**config.mk**
```make
export PLATFORM = sky130hd
export DESIGN_NAME = arc_regs
export DESIGN_NICKNAME = d
export VERILOG_FILES = /design/src/core/arc_pkg.sv /design/src/core/arc_regs.sv
export VERILOG_INCLUDE_DIRS = /design/src /design/src/core
export SDC_FILE = /design/constraint.sdc
export NUM_CORES = 1
export LEC_CHECK = 0
export ABC_AREA = 1
export CORE_UTILIZATION = 40
export DETAILED_ROUTE_END_ITERATION = 10
export DONT_BUFFER_PORTS = 1
export MAX_ROUTING_LAYER = met4
export SLEW_MARGIN = 25
export SYNTH_ARGS = -nofsm -noshare
export SYNTH_HDL_FRONTEND = slang
export SYNTH_SLANG_ARGS = --single-unit
```
**constraint.sdc**
```tcl
create_clock -name mclk_i -period 3.42 [get_ports mclk_i]
set_input_delay 0.513 -clock mclk_i [delete_from_list [all_inputs] [get_ports mclk_i]]
set_output_delay 0.513 -clock mclk_i [all_outputs]
set_load 0.05 [all_outputs]
```
**src/core/arc_defines.svh**
```systemverilog
// Constants for the converter result and offset register block
// How it works
// - Differential scan bit k selects pair 2k/2k+1
// - Scan read of select returns result's channel
// - Signed offset corrects normal conversions, code 01
// - Calibration code 10 stores measured offset
// - Offset register read/write, rewritten value used
// - Hardware correction only in signed format
// - 12-bit offset in bits 7:2
// - 14-bit offset in bits 7:0
// - Result high read latches low, channel in scan only
// - Left: 8 MSBs; right 14-bit: bits 5:0
// - Right 12-bit: bits 3:0, held until next
`ifndef ARC_DEFINES_SVH
`define ARC_DEFINES_SVH

// ========================================
// Register indices, byte address is index times four
`define ARC_IDX_W 12
`define ARC_IDX_CTRL 12'hF70
`define ARC_IDX_INS_HIGH 12'hF71
`define ARC_IDX_INS_LOW 12'hF72
`define ARC_IDX_OFFSET 12'hF75
`define ARC_IDX_RES_HIGH 12'hF76
`define ARC_IDX_RES_LOW 12'hF77
`define ARC_IDX_NONE 12'hFFF

// ========================================
// Control register fields
`define ARC_CTRL_RES 0
`define ARC_CTRL_ALIGN 1
`define ARC_CTRL_SIGNED 2
`define ARC_CTRL_SCAN 3
`define ARC_CTRL_BUSY 6
`define ARC_CTRL_CODE_LO 4
`define ARC_CTRL_CODE_HI 5
`define ARC_INS_HIGH_MODE 0

// ========================================
// Start codes and reset values
`define ARC_CODE_IDLE 2'h0
`define ARC_CODE_NORMAL 2'h1
`define ARC_CODE_CAL 2'h2
`define ARC_RST_BYTE 8'h00
`define ARC_DIFF_MASK 8'h7F

`endif

```
**src/core/arc_pkg.sv**
```systemverilog
// Types shared by the converter result and offset register block
package arc_pkg;

	// ========================================
	// Complete state of the register block
	typedef struct packed {
		logic rdy;
		logic resp;
		logic [31:0] rdata;
		logic ap_rd;
		logic ap_wr;
		logic [11:0] ap_idx;
		logic res_sel;
		logic align;
		logic signed_fmt;
		logic scan_en;
		logic input_mode_select;
		logic [7:0] isl;
		logic [7:0] offset;
		logic [1:0] code;
		logic busy;
		logic start;
		logic [2:0] scan_pos;
		logic [4:0] chan;
		logic [7:0] res_hi;
		logic [7:0] held_lo;
		logic [4:0] held_chan;
		logic [7:0] res_lo;
		logic [4:0] rd_chan;
	} arc_state_t;

endpackage : arc_pkg

```
**src/core/arc_regs.sv**
```systemverilog
// Converter offset calibration and result registers on AHB-Lite
`timescale 1ns/1ns
`include "arc_defines.svh"

module arc_regs (
	input wire logic mclk_i,
	input wire logic rst_i,
	input wire logic hsel_i,
	input wire logic [31:0] haddr_i,
	input wire logic [1:0] htrans_i,
	input wire logic hwrite_i,
	input wire logic [2:0] hsize_i,
	input wire logic [31:0] hwdata_i,
	input wire logic hready_i,
	output logic hreadyout_o,
	output logic hresp_o,
	output logic [31:0] hrdata_o,
	input wire logic conv_done_i,
	input wire logic [13:0] conv_raw_i,
	output logic conv_start_o,
	output logic [1:0] conv_code_o,
	output logic [4:0] conv_chan_o,
	output logic conv_diff_o
);

	arc_pkg::arc_state_t st_ff;
	arc_pkg::arc_state_t nxt_st;

	// ========================================
	// Helpers

	// Next set mask bit after the current one, wrapping round
	function automatic logic [2:0] next_scan(input logic [7:0] mask,
			input logic [2:0] cur);
		logic [2:0] pick;
		logic [2:0] cand;
		logic found;
		pick = cur;
		found = 1'b0;
		for (int i = 1; i <= 8; i++) begin
			cand = 3'(int'(cur) + i);
			if (!found && mask[cand]) begin
				pick = cand;
				found = 1'b1;
			end
		end
		return pick;
	endfunction : next_scan

	// Positive input of a scan entry
	function automatic logic [4:0] scan_chan(input logic [2:0] pos,
			input logic diff);
		if (diff)
			return {1'b0, pos, 1'b0};
		return {2'h0, pos};
	endfunction : scan_chan

	// Register index of a byte address; anything outside maps nowhere
	function automatic logic [11:0] reg_index(input logic [31:0] addr);
		logic [11:0] idx;
		idx = `ARC_IDX_NONE;
		if (addr[31:14] == 18'h0)
			idx = addr[13:2];
		return idx;
	endfunction : reg_index

	// Scan mask as hardware walks it; top pair bit is unused
	function automatic logic [7:0] scan_mask(input logic [7:0] isl,
			input logic diff);
		logic [7:0] m;
		m = isl;
		if (diff)
			m = isl & `ARC_DIFF_MASK;
		return m;
	endfunction : scan_mask

	// First channel of a software start
	function automatic logic [4:0] start_chan(input logic [7:0] isl,
			input logic [2:0] pos, input logic scan, input logic diff);
		logic [4:0] c;
		if (scan)
			c = scan_chan(pos, diff);
		else if (diff)
			c = {isl[4:1], 1'b0};
		else
			c = isl[4:0];
		return c;
	endfunction : start_chan

	// Calibration result in the offset register layout
	function automatic logic [7:0] cal_value(input logic [13:0] raw,
			input logic res14);
		if (res14)
			return raw[7:0];
		return {raw[5:0], 2'h0};
	endfunction : cal_value

	// High and low result bytes for each resolution and alignment
	function automatic logic [15:0] place_result(input logic [13:0] v,
			input logic res14, input logic right);
		logic [15:0] hl;
		case ({right, res14})
			2'h0:
				hl = {v[11:4], v[3:0], 4'h0};
			2'h1:
				hl = {v[13:6], v[5:0], 2'h0};
			2'h2:
				hl = {4'h0, v[11:8], v[7:0]};
			2'h3:
				hl = {2'h0, v[13:8], v[7:0]};
			default:
				hl = 16'h0000;
		endcase
		return hl;
	endfunction : place_result

	// Control register as software reads it back
	function automatic logic [7:0] ctrl_readback(
			input arc_pkg::arc_state_t s);
		logic [7:0] b;
		b = `ARC_RST_BYTE;
		b[`ARC_CTRL_RES] = s.res_sel;
		b[`ARC_CTRL_ALIGN] = s.align;
		b[`ARC_CTRL_SIGNED] = s.signed_fmt;
		b[`ARC_CTRL_SCAN] = s.scan_en;
		b[`ARC_CTRL_CODE_HI:`ARC_CTRL_CODE_LO] = s.code;
		b[`ARC_CTRL_BUSY] = s.busy;
		return b;
	endfunction : ctrl_readback

	// Scan position and channel after a finished entry
	function automatic logic [7:0] scan_step(input logic [7:0] isl,
			input logic [2:0] pos, input logic diff);
		logic [2:0] np;
		np = next_scan(scan_mask(isl, diff), pos);
		return {np, scan_chan(np, diff)};
	endfunction : scan_step

	// Byte that software reads at a register index
	function automatic logic [7:0] readback(input arc_pkg::arc_state_t s);
		logic [7:0] b;
		case (s.ap_idx)
			`ARC_IDX_CTRL:
				b = ctrl_readback(s);
			`ARC_IDX_INS_HIGH: begin
				b = `ARC_RST_BYTE;
				b[`ARC_INS_HIGH_MODE] = s.input_mode_select;
			end
			`ARC_IDX_INS_LOW: begin
				// Scan readback is the channel held for the result
				if (s.scan_en)
					b = {3'h0, s.rd_chan};
				else
					b = s.isl;
			end
			`ARC_IDX_OFFSET:
				b = s.offset;
			`ARC_IDX_RES_HIGH:
				b = s.res_hi;
			`ARC_IDX_RES_LOW:
				b = s.res_lo;
			default:
				b = `ARC_RST_BYTE;
		endcase
		return b;
	endfunction : readback

	// Converted value, 14-bit field, after any offset correction
	function automatic logic [13:0] corrected(input logic [13:0] raw,
			input logic [7:0] off, input logic res14, input logic apply);
		logic [13:0] adj;
		logic [13:0] val;
		if (res14) begin
			adj = {{6{off[7]}}, off};
			val = raw;
		end else begin
			adj = {{8{off[7]}}, off[7:2]};
			val = {2'h0, raw[11:0]};
		end
		// Two's complement wrap, no saturation
		if (apply)
			val = val - adj;
		if (!res14)
			val = {2'h0, val[11:0]};
		return val;
	endfunction : corrected

	// Datapath between the converter and the held bytes
	logic [13:0] conv_val;
	logic [15:0] hl_val;
	logic [7:0] lay_hi;
	logic [7:0] lay_lo;
	logic [7:0] cal_val;
	logic [7:0] rd_mux;
	logic [4:0] ns_chan;

	// Bus decode
	logic addr_ok;
	logic wr_now;
	logic rd_now;
	logic [7:0] wbyte;
	logic cal_done;
	logic [2:0] nxt_pos;
	logic [1:0] wcode;

	// ========================================
	// Result layout by resolution and alignment
	always_comb begin
		conv_val = corrected(conv_raw_i, st_ff.offset, st_ff.res_sel,
			st_ff.signed_fmt && st_ff.code == `ARC_CODE_NORMAL);
		cal_val = cal_value(conv_raw_i, st_ff.res_sel);
		hl_val = place_result(conv_val, st_ff.res_sel, st_ff.align);
		lay_hi = hl_val[15:8];
		lay_lo = hl_val[7:0];
	end

	// ========================================
	// Read data selection
	always_comb begin
		rd_mux = readback(st_ff);
	end

	// ========================================
	// Next state
	always_comb begin
		nxt_st = st_ff;
		addr_ok = hsel_i && htrans_i[1] && hready_i;
		wr_now = st_ff.ap_wr && hready_i;
		rd_now = st_ff.ap_rd && !st_ff.rdy;
		wbyte = hwdata_i[7:0];
		cal_done = 1'b0;
		nxt_pos = st_ff.scan_pos;
		ns_chan = scan_chan(st_ff.scan_pos, st_ff.input_mode_select);
		wcode = wbyte[`ARC_CTRL_CODE_HI:`ARC_CTRL_CODE_LO];

		// Pulses and the response fall back low every cycle
		nxt_st.start = 1'b0;
		nxt_st.resp = 1'b0;

		// Bus data phase of a write, zero wait
		if (wr_now) begin
			nxt_st.ap_wr = 1'b0;
			case (st_ff.ap_idx)
				`ARC_IDX_CTRL: begin
					nxt_st.res_sel = wbyte[`ARC_CTRL_RES];
					nxt_st.align = wbyte[`ARC_CTRL_ALIGN];
					nxt_st.signed_fmt = wbyte[`ARC_CTRL_SIGNED];
					nxt_st.scan_en = wbyte[`ARC_CTRL_SCAN];
					if (!st_ff.busy && wcode != `ARC_CODE_IDLE) begin
						nxt_st.code = wcode;
						nxt_st.busy = 1'b1;
						nxt_st.start = 1'b1;
						nxt_pos = next_scan(scan_mask(st_ff.isl, st_ff.input_mode_select),
							3'h7);
						nxt_st.scan_pos = nxt_pos;
						nxt_st.chan = start_chan(st_ff.isl, nxt_pos,
							wbyte[`ARC_CTRL_SCAN], st_ff.input_mode_select);
					end
				end
				`ARC_IDX_INS_HIGH:
					// Mode change drives conv_diff_o at once; channel choice follows at the next start
					nxt_st.input_mode_select = wbyte[`ARC_INS_HIGH_MODE];
				`ARC_IDX_INS_LOW:
					// Pairs stop at 12/13, so top bit is kept clear
					nxt_st.isl = st_ff.input_mode_select ?
						(wbyte & `ARC_DIFF_MASK) : wbyte;
				`ARC_IDX_OFFSET:
					// A same-cycle calibration result wins below
					nxt_st.offset = wbyte;
				default: begin
				end
			endcase
		end

		// Read completes one cycle late so writes are seen
		if (rd_now) begin
			nxt_st.ap_rd = 1'b0;
			nxt_st.rdy = 1'b1;
			nxt_st.rdata = {24'h0, rd_mux};
			// Low byte, and in scan the channel, follow the high byte read
			if (st_ff.ap_idx == `ARC_IDX_RES_HIGH) begin
				nxt_st.res_lo = st_ff.held_lo;
				if (st_ff.scan_en)
					nxt_st.rd_chan = st_ff.held_chan;
			end
		end

		// New address phase; a read data phase stalls the bus meanwhile
		if (addr_ok) begin
			nxt_st.ap_idx = reg_index(haddr_i);
			nxt_st.ap_wr = hwrite_i;
			nxt_st.ap_rd = !hwrite_i;
			if (!hwrite_i)
				nxt_st.rdy = 1'b0;
		end

		// Converter completion, hardware beats a same-cycle bus write
		if (conv_done_i && st_ff.busy) begin
			if (st_ff.code == `ARC_CODE_CAL) begin
				nxt_st.offset = cal_val;
				cal_done = 1'b1;
			end else begin
				nxt_st.res_hi = lay_hi;
				nxt_st.held_lo = lay_lo;
				nxt_st.held_chan = st_ff.chan;
			end
			// A normal-code scan goes straight on to the next entry; a calibration ends it
			if (st_ff.scan_en && !cal_done) begin
				{nxt_pos, ns_chan} = scan_step(st_ff.isl, st_ff.scan_pos,
					st_ff.input_mode_select);
				nxt_st.scan_pos = nxt_pos;
				nxt_st.chan = ns_chan;
				nxt_st.start = 1'b1;
			end else begin
				nxt_st.busy = 1'b0;
				nxt_st.code = `ARC_CODE_IDLE;
			end
		end
	end

	// ========================================
	// State register
	always_ff @(posedge mclk_i) begin
		if (rst_i) begin
			st_ff <= '0;
			// Bus idles ready so the first address phase is taken
			st_ff.rdy <= 1'b1;
		end else begin
			st_ff <= nxt_st;
		end
	end

	// ========================================
	// Outputs straight from the state register
	assign hreadyout_o = st_ff.rdy;
	// Response stays OKAY; unmapped accesses are simply ignored
	assign hresp_o = st_ff.resp;
	assign hrdata_o = st_ff.rdata;
	assign conv_start_o = st_ff.start;
	assign conv_code_o = st_ff.code;
	assign conv_chan_o = st_ff.chan;
	assign conv_diff_o = st_ff.input_mode_select;

endmodule : arc_regs

```
# [Word level (Yosys, flattened, before mapping)]
# Index checks and enable logic that the tools add are counted.
[totals] regBits=91 inputBits=89 wordCells=232 out_inout_bits=43
[op_classes] reduce_logical=51 muxes=129 bitwise_logic=1 n_eq_ne=11 magnitude_cmp=8 addsub=9
[ops] op="$mux W8" n=12
[ops] op="$mux W1" n=73
[ops] op="$eq A12 B12 Y1 const B" n=6
[ops] op="$pmux W16 S4" n=1
[ops] op="$mux W14" n=4
[ops] op="$mux W3" n=17
[ops] op="$pmux W8 S6" n=1
[ops] op="$mux W41" n=1
[ops] op="$mux W12" n=3
[ops] op="$lt A3 B4 Y1 const B" n=8
[ops] op="$mux W5" n=5
[ops] op="$bmux W1 S3" n=8
[ops] op="$logic_and A1 B1 Y1" n=22
[ops] op="$mux W21" n=1
[ops] op="$mux W20" n=1
[ops] op="$logic_not A1 Y1" n=18
[ops] op="$logic_not A18 Y1" n=1
[ops] op="$sub A14 B14 Y14" n=1
[ops] op="$add A3 B3 Y3 const B" n=4
[ops] op="$reduce_and A2 Y1" n=5
[ops] op="$mux W9" n=1
[ops] op="$mux W7" n=1
[ops] op="$add A3 B1 Y3 const B" n=2
[ops] op="$add A3 B2 Y3 const B" n=2
[ops] op="6 further kinds" n=11

# [Longest topological paths before layout]
[logic_depth] ltp_word=56 mapped_depth=20 depth_no_buf=18

# [Least setup slack after synthesis]
# OpenSTA, ideal clock, no wires.
[synth_path] kind="reg-to-reg" startpoint="register st_ff[66] (netlist name)" endpoint="register st_ff[30] (netlist name)" n_path_buf=3 arrival_time_ns=2.788 stages_incl_launch_ff=20 synth_period_minus_slack_ns=2.907 setup_ns=0.119 required_time_ns=3.301 slack_ns=0.513 path_cell_list="dfxtp_1 buf_2 buf_1 clkbuf_1 nand2_1 o21ai_0 ha_1 inv_1 fa_1 nand3_1 nand2_1 nand2_1 nand2_1 a21oi_1 xor2_1 nand2_1 o21ai_0 nor2_1 o31ai_1 inv_1"
[synth_via] elab_chain_len=5
[synth_lines] item="start, declared" line="arc_regs.sv:26" source="arc_pkg::arc_state_t st_ff;"
[synth_lines] item="start signal, assigned" line="arc_regs.sv:329" source="st_ff <= nxt_st;"
[synth_lines] item="$mux W14 or $mux W7 (tied branches)" line="arc_regs.sv:173" source="if (res14) begin"
[synth_lines] item="$sub A14 B14 Y14" line="arc_regs.sv:182" source="val = val - adj;"
[synth_lines] item="$mux W14" line="arc_regs.sv:181" source="if (apply)"
[synth_lines] item="$mux W14" line="arc_regs.sv:183" source="if (!res14)"
[synth_lines] item="$pmux W16 S4 *" line="arc_regs.sv:102" source="case ({right, res14})"
# Every way passes the cells marked *; elsewhere a longest branch is shown, timed or not.
# A chain may end at the register's enable or synchronous reset.

# [Final worst setup path]
# Ends and elaborated chain as after synthesis.

==> reports/summary.txt <==
Slowest-stage cell, CP -> dfxtp_1
Post-route minimum period -> 2.86 ns
Total gr overflow -> 0
Mapped Cells -> 930
Max transition margin -> 43.0%
Mux contribution to synthesized area -> 0%
Setup Total Neg Slack -> 0 ns
Skew final -> 0.00593 ns
Post-synthesis xor/xnor area fraction -> 2.00%
Largest family of logic cells by synthesized area -> simple AND/OR/NAND/NOR gates
Vias per cell -> 5.31
Run status -> complete, but fails checks
Chip height -> 125 um
Crit Path Category -> reg2reg
CORE AREA -> 0.0146 sq mm
RSZ-0062 raised after global routing -> false
Critical Path AT -> 3.10 ns
Worst EP required -> 3.66 ns
Row cnt -> 44
Synth-to-Final Area Change -> 4.41%
Post-synth top cells -> nand2_1 (165), inv_1 (117), o21ai_0 (94)
Post-CTS Setup Inserts -> 0
Die extent in x -> 125 um
Vias in the first global route -> 5352
Final Wtd Congestion -> 0.874
Mapped cell area -> 0.00607 sq mm
Post-synthesis register bit count -> 90
Layout cells sized above 1 -> 5.60%
Cell Chain, Critical Path -> nand2_1 -> o21ai_0 -> ha_1 -> inv_1 -> fa_1 -> nand3_1 -> nand2_1 -> nand2_1 -> nand2_1 -> a21oi_1 -> xor2_1 -> nand2_1 -> o21ai_0 -> nor2_1 -> o31ai_1 -> inv_1
Max-slew violation count -> 0
# fillers -> 1599
Die ar. -> 0.0157 sq mm
Post-layout net count -> 1013
Final period utilization -> 83.5%
Average size of a mapped cell -> 6.53 sq um
Simple-gate share of the synthesized area -> 25.4%
Clock Path Buffers -> 2
Synth cell types -> 54
Initial antenna violation count -> 0
Hold WS -> 0.226 ns
Clk pin slew, worst setup/hold paths -> 0.06 ns
Share of flip-flops with an asynchronous set or reset -> 0%
Clock share of power -> 43.1%
VDD IR max -> 0.220 mV
Crit Path Max Fanout -> 19
FMAX -> 350 MHz
GR Layer Usage met1 -> 29.2%
Worst path most repeated cell -> nand2_1
Final wirelength -> 16.7 mm
Comb power frac -> 8.5%
Top cell type's share of synthesized area -> 29.7%
Failing checks -> DRC
Syn. warnings -> 0
Switch Pwr -> 569 uW
Pint -> 1.64 mW
Via count -> 5809
M2 GR Usage -> 36.0%
CTS tree -> yes
Complex-gate fraction of the synthesized area -> 23.9%
CP endpoint kind -> register
Synth Flop Type -> dfxtp_1
Final Util -> 43.3%
Pwr Total -> 2.21 mW
P_leak -> 2.58 nW
Io pins -> 132
Worst-Margin Slew -> 0.853 ns
Largest net degree at the start of global routing -> 32
H-tree depth -> 3
R2r setup slk -> 0.56 ns
Synth area leaders -> dfxtp_1 (30%), nand2_1 (10%), o21ai_0 (7.8%), inv_1 (7.2%), a21oi_1 (7.2%)
Crit start category -> register
Port Buf Inserts -> 0
Most frequent cell after synthesis -> nand2_1
Routed Antenna Nets -> 0
First-pass GRT wire length -> 27.7 mm
CTS root buf -> clkbuf_16
Sink Count -> 90
Avg WL per Cell -> 15.2 um
Max Cap Viol -> 0
Number of enable flip-flop cells after synthesis -> 0
Hpwl dp -> 13.0 mm
Global routing's busiest layer -> met2
DP Worst Slack -> 0.577 ns
Setup ws final -> 0.564 ns
# hold bufs at CTS -> 0
DRC Markers -> 6
Switching part of the total power -> 25.8%
Initial Util -> 41.4%
Aggregate global-route resource usage -> 22.8%
Pwr Density -> 348 mW/mm^2
Hold Crit Class -> in2reg
Post_cts resized -> 0
Post-synthesis adder-cell area fraction -> 3.83%
Flop pwr share -> 48.4%
Diode count -> 0
DRT iter0 DRCs -> 443
DR pass1 iterations -> 10
Register area share after synthesis -> 29.7%
Worst path max stage delay -> 0.66 ns
Setup violators final -> 0
Final hold vios -> 0
Met3 usage -> 5.31%
Cell taking the most area after synthesis -> dfxtp_1
Total CTS buffers -> 9
Clk_lat worst skew -> 0.35 ns
-- power groups by stage --
stage,Combinational [mW],Clock (mW),Sequential [mW]
2_1_floorplan,0.190,0,1.09
3_3_place_gp,0.188,0,1.09
3_5_place_dp,0.188,0,1.09
4_1_cts,0.189,0.972,1.07
5_1_grt,0.211,1.00,1.07
6_report,0.188,0.951,1.07
-- final timing paths --
kind	from	end	depth (start not counted)
min	rst_i	st_ff[79]$_SDFFE_PP0P_	1
min reg2reg	st_ff[16]$_SDFFE_PP0P_	st_ff[16]$_SDFFE_PP0P_	2
max reg2reg	st_ff[66]$_SDFFE_PP0P_	st_ff[30]$_SDFFE_PP0P_	16
max	st_ff[66]$_SDFFE_PP0P_	st_ff[30]$_SDFFE_PP0P_	16
-- cell usage in the layout, fill, tap and decap left out, types with 2 or more instances in the layout --
cell	count
o211ai_1	4
o21ai_1	4
a41oi_1	4
buf_4	14
nand4_2	3
o21ai_0	94
xnor2_1	6
clkinvlp_4	2
dfxtp_1	90
a311oi_1	2
o31ai_1	4
inv_2	5
clkinv_1	3
o22ai_1	10
nor4_1	4
o2111ai_1	2
nand2_1	165
nor3_1	13
nand2_2	5
clkbuf_8	2
nand4_1	5
conb_1	25
nor2_1	84
nand3_1	65
inv_1	117
a21oi_1	87
a211oi_1	11
clkbuf_1	2
o21a_1	2
nor2_2	4
xor2_1	6
a31oi_1	9
ha_1	17
o221ai_1	4
clkbuf_16	9
a221oi_1	8
-- final cells by class --
class	instances	area [sq um]	area share (%)
multi-input cells	666	3450	54.4
flip-flops and latches	90	1800	28.4
inverters	125	469	7.40
clock buffers	13	260	4.11
well taps	184	230	3.63
repair buffers	14	105	1.66
clock inverters	3	23.8	0.375
-- worst max-delay path: cells and delay by family (launching register included) --
family	cells	cell delay [ns]
AO/OA/AOI/OAI	4	0.61
XOR/XNOR	1	0.16
adder cells (fa/ha/maj)	2	0.58
buffers and inverters	2	0.13
flip-flops	1	0.66
AND/OR/NAND/NOR	7	0.59
-- state kept, by name, indices dropped and copies added (netlist names) --
signal        cells
st_ff            72
hrdata_o          8
conv_chan_o       5
conv_code_o       2
conv_diff_o       1
conv_start_o      1
hreadyout_o       1
-- metal layers --
layer / vias up / part of all wire (%)
li1: 3013 / -
met1: 2638 / 46
met2: 143 / 47
met3: 15 / 5.8
met4: 0 / 1.5
met5: - / 0
-- stage by stage --
step	std cells	cell area, sq um
2_1_floorplan	954	6160
3_3_place_gp	1079	6050
3_5_place_dp	1079	6050
4_1_cts	1095	6340
5_1_grt	1095	6340
6_report	1095	6340
-- kinds of logic after synthesis --
kind of cell	Yosys count
compound gates	254
xor+xnor	13
fa+ha+maj	18
buf+inv	198
flops	90
other cells	1
simple gates	356
No activity file was read; power rests on OpenSTA's default activity.
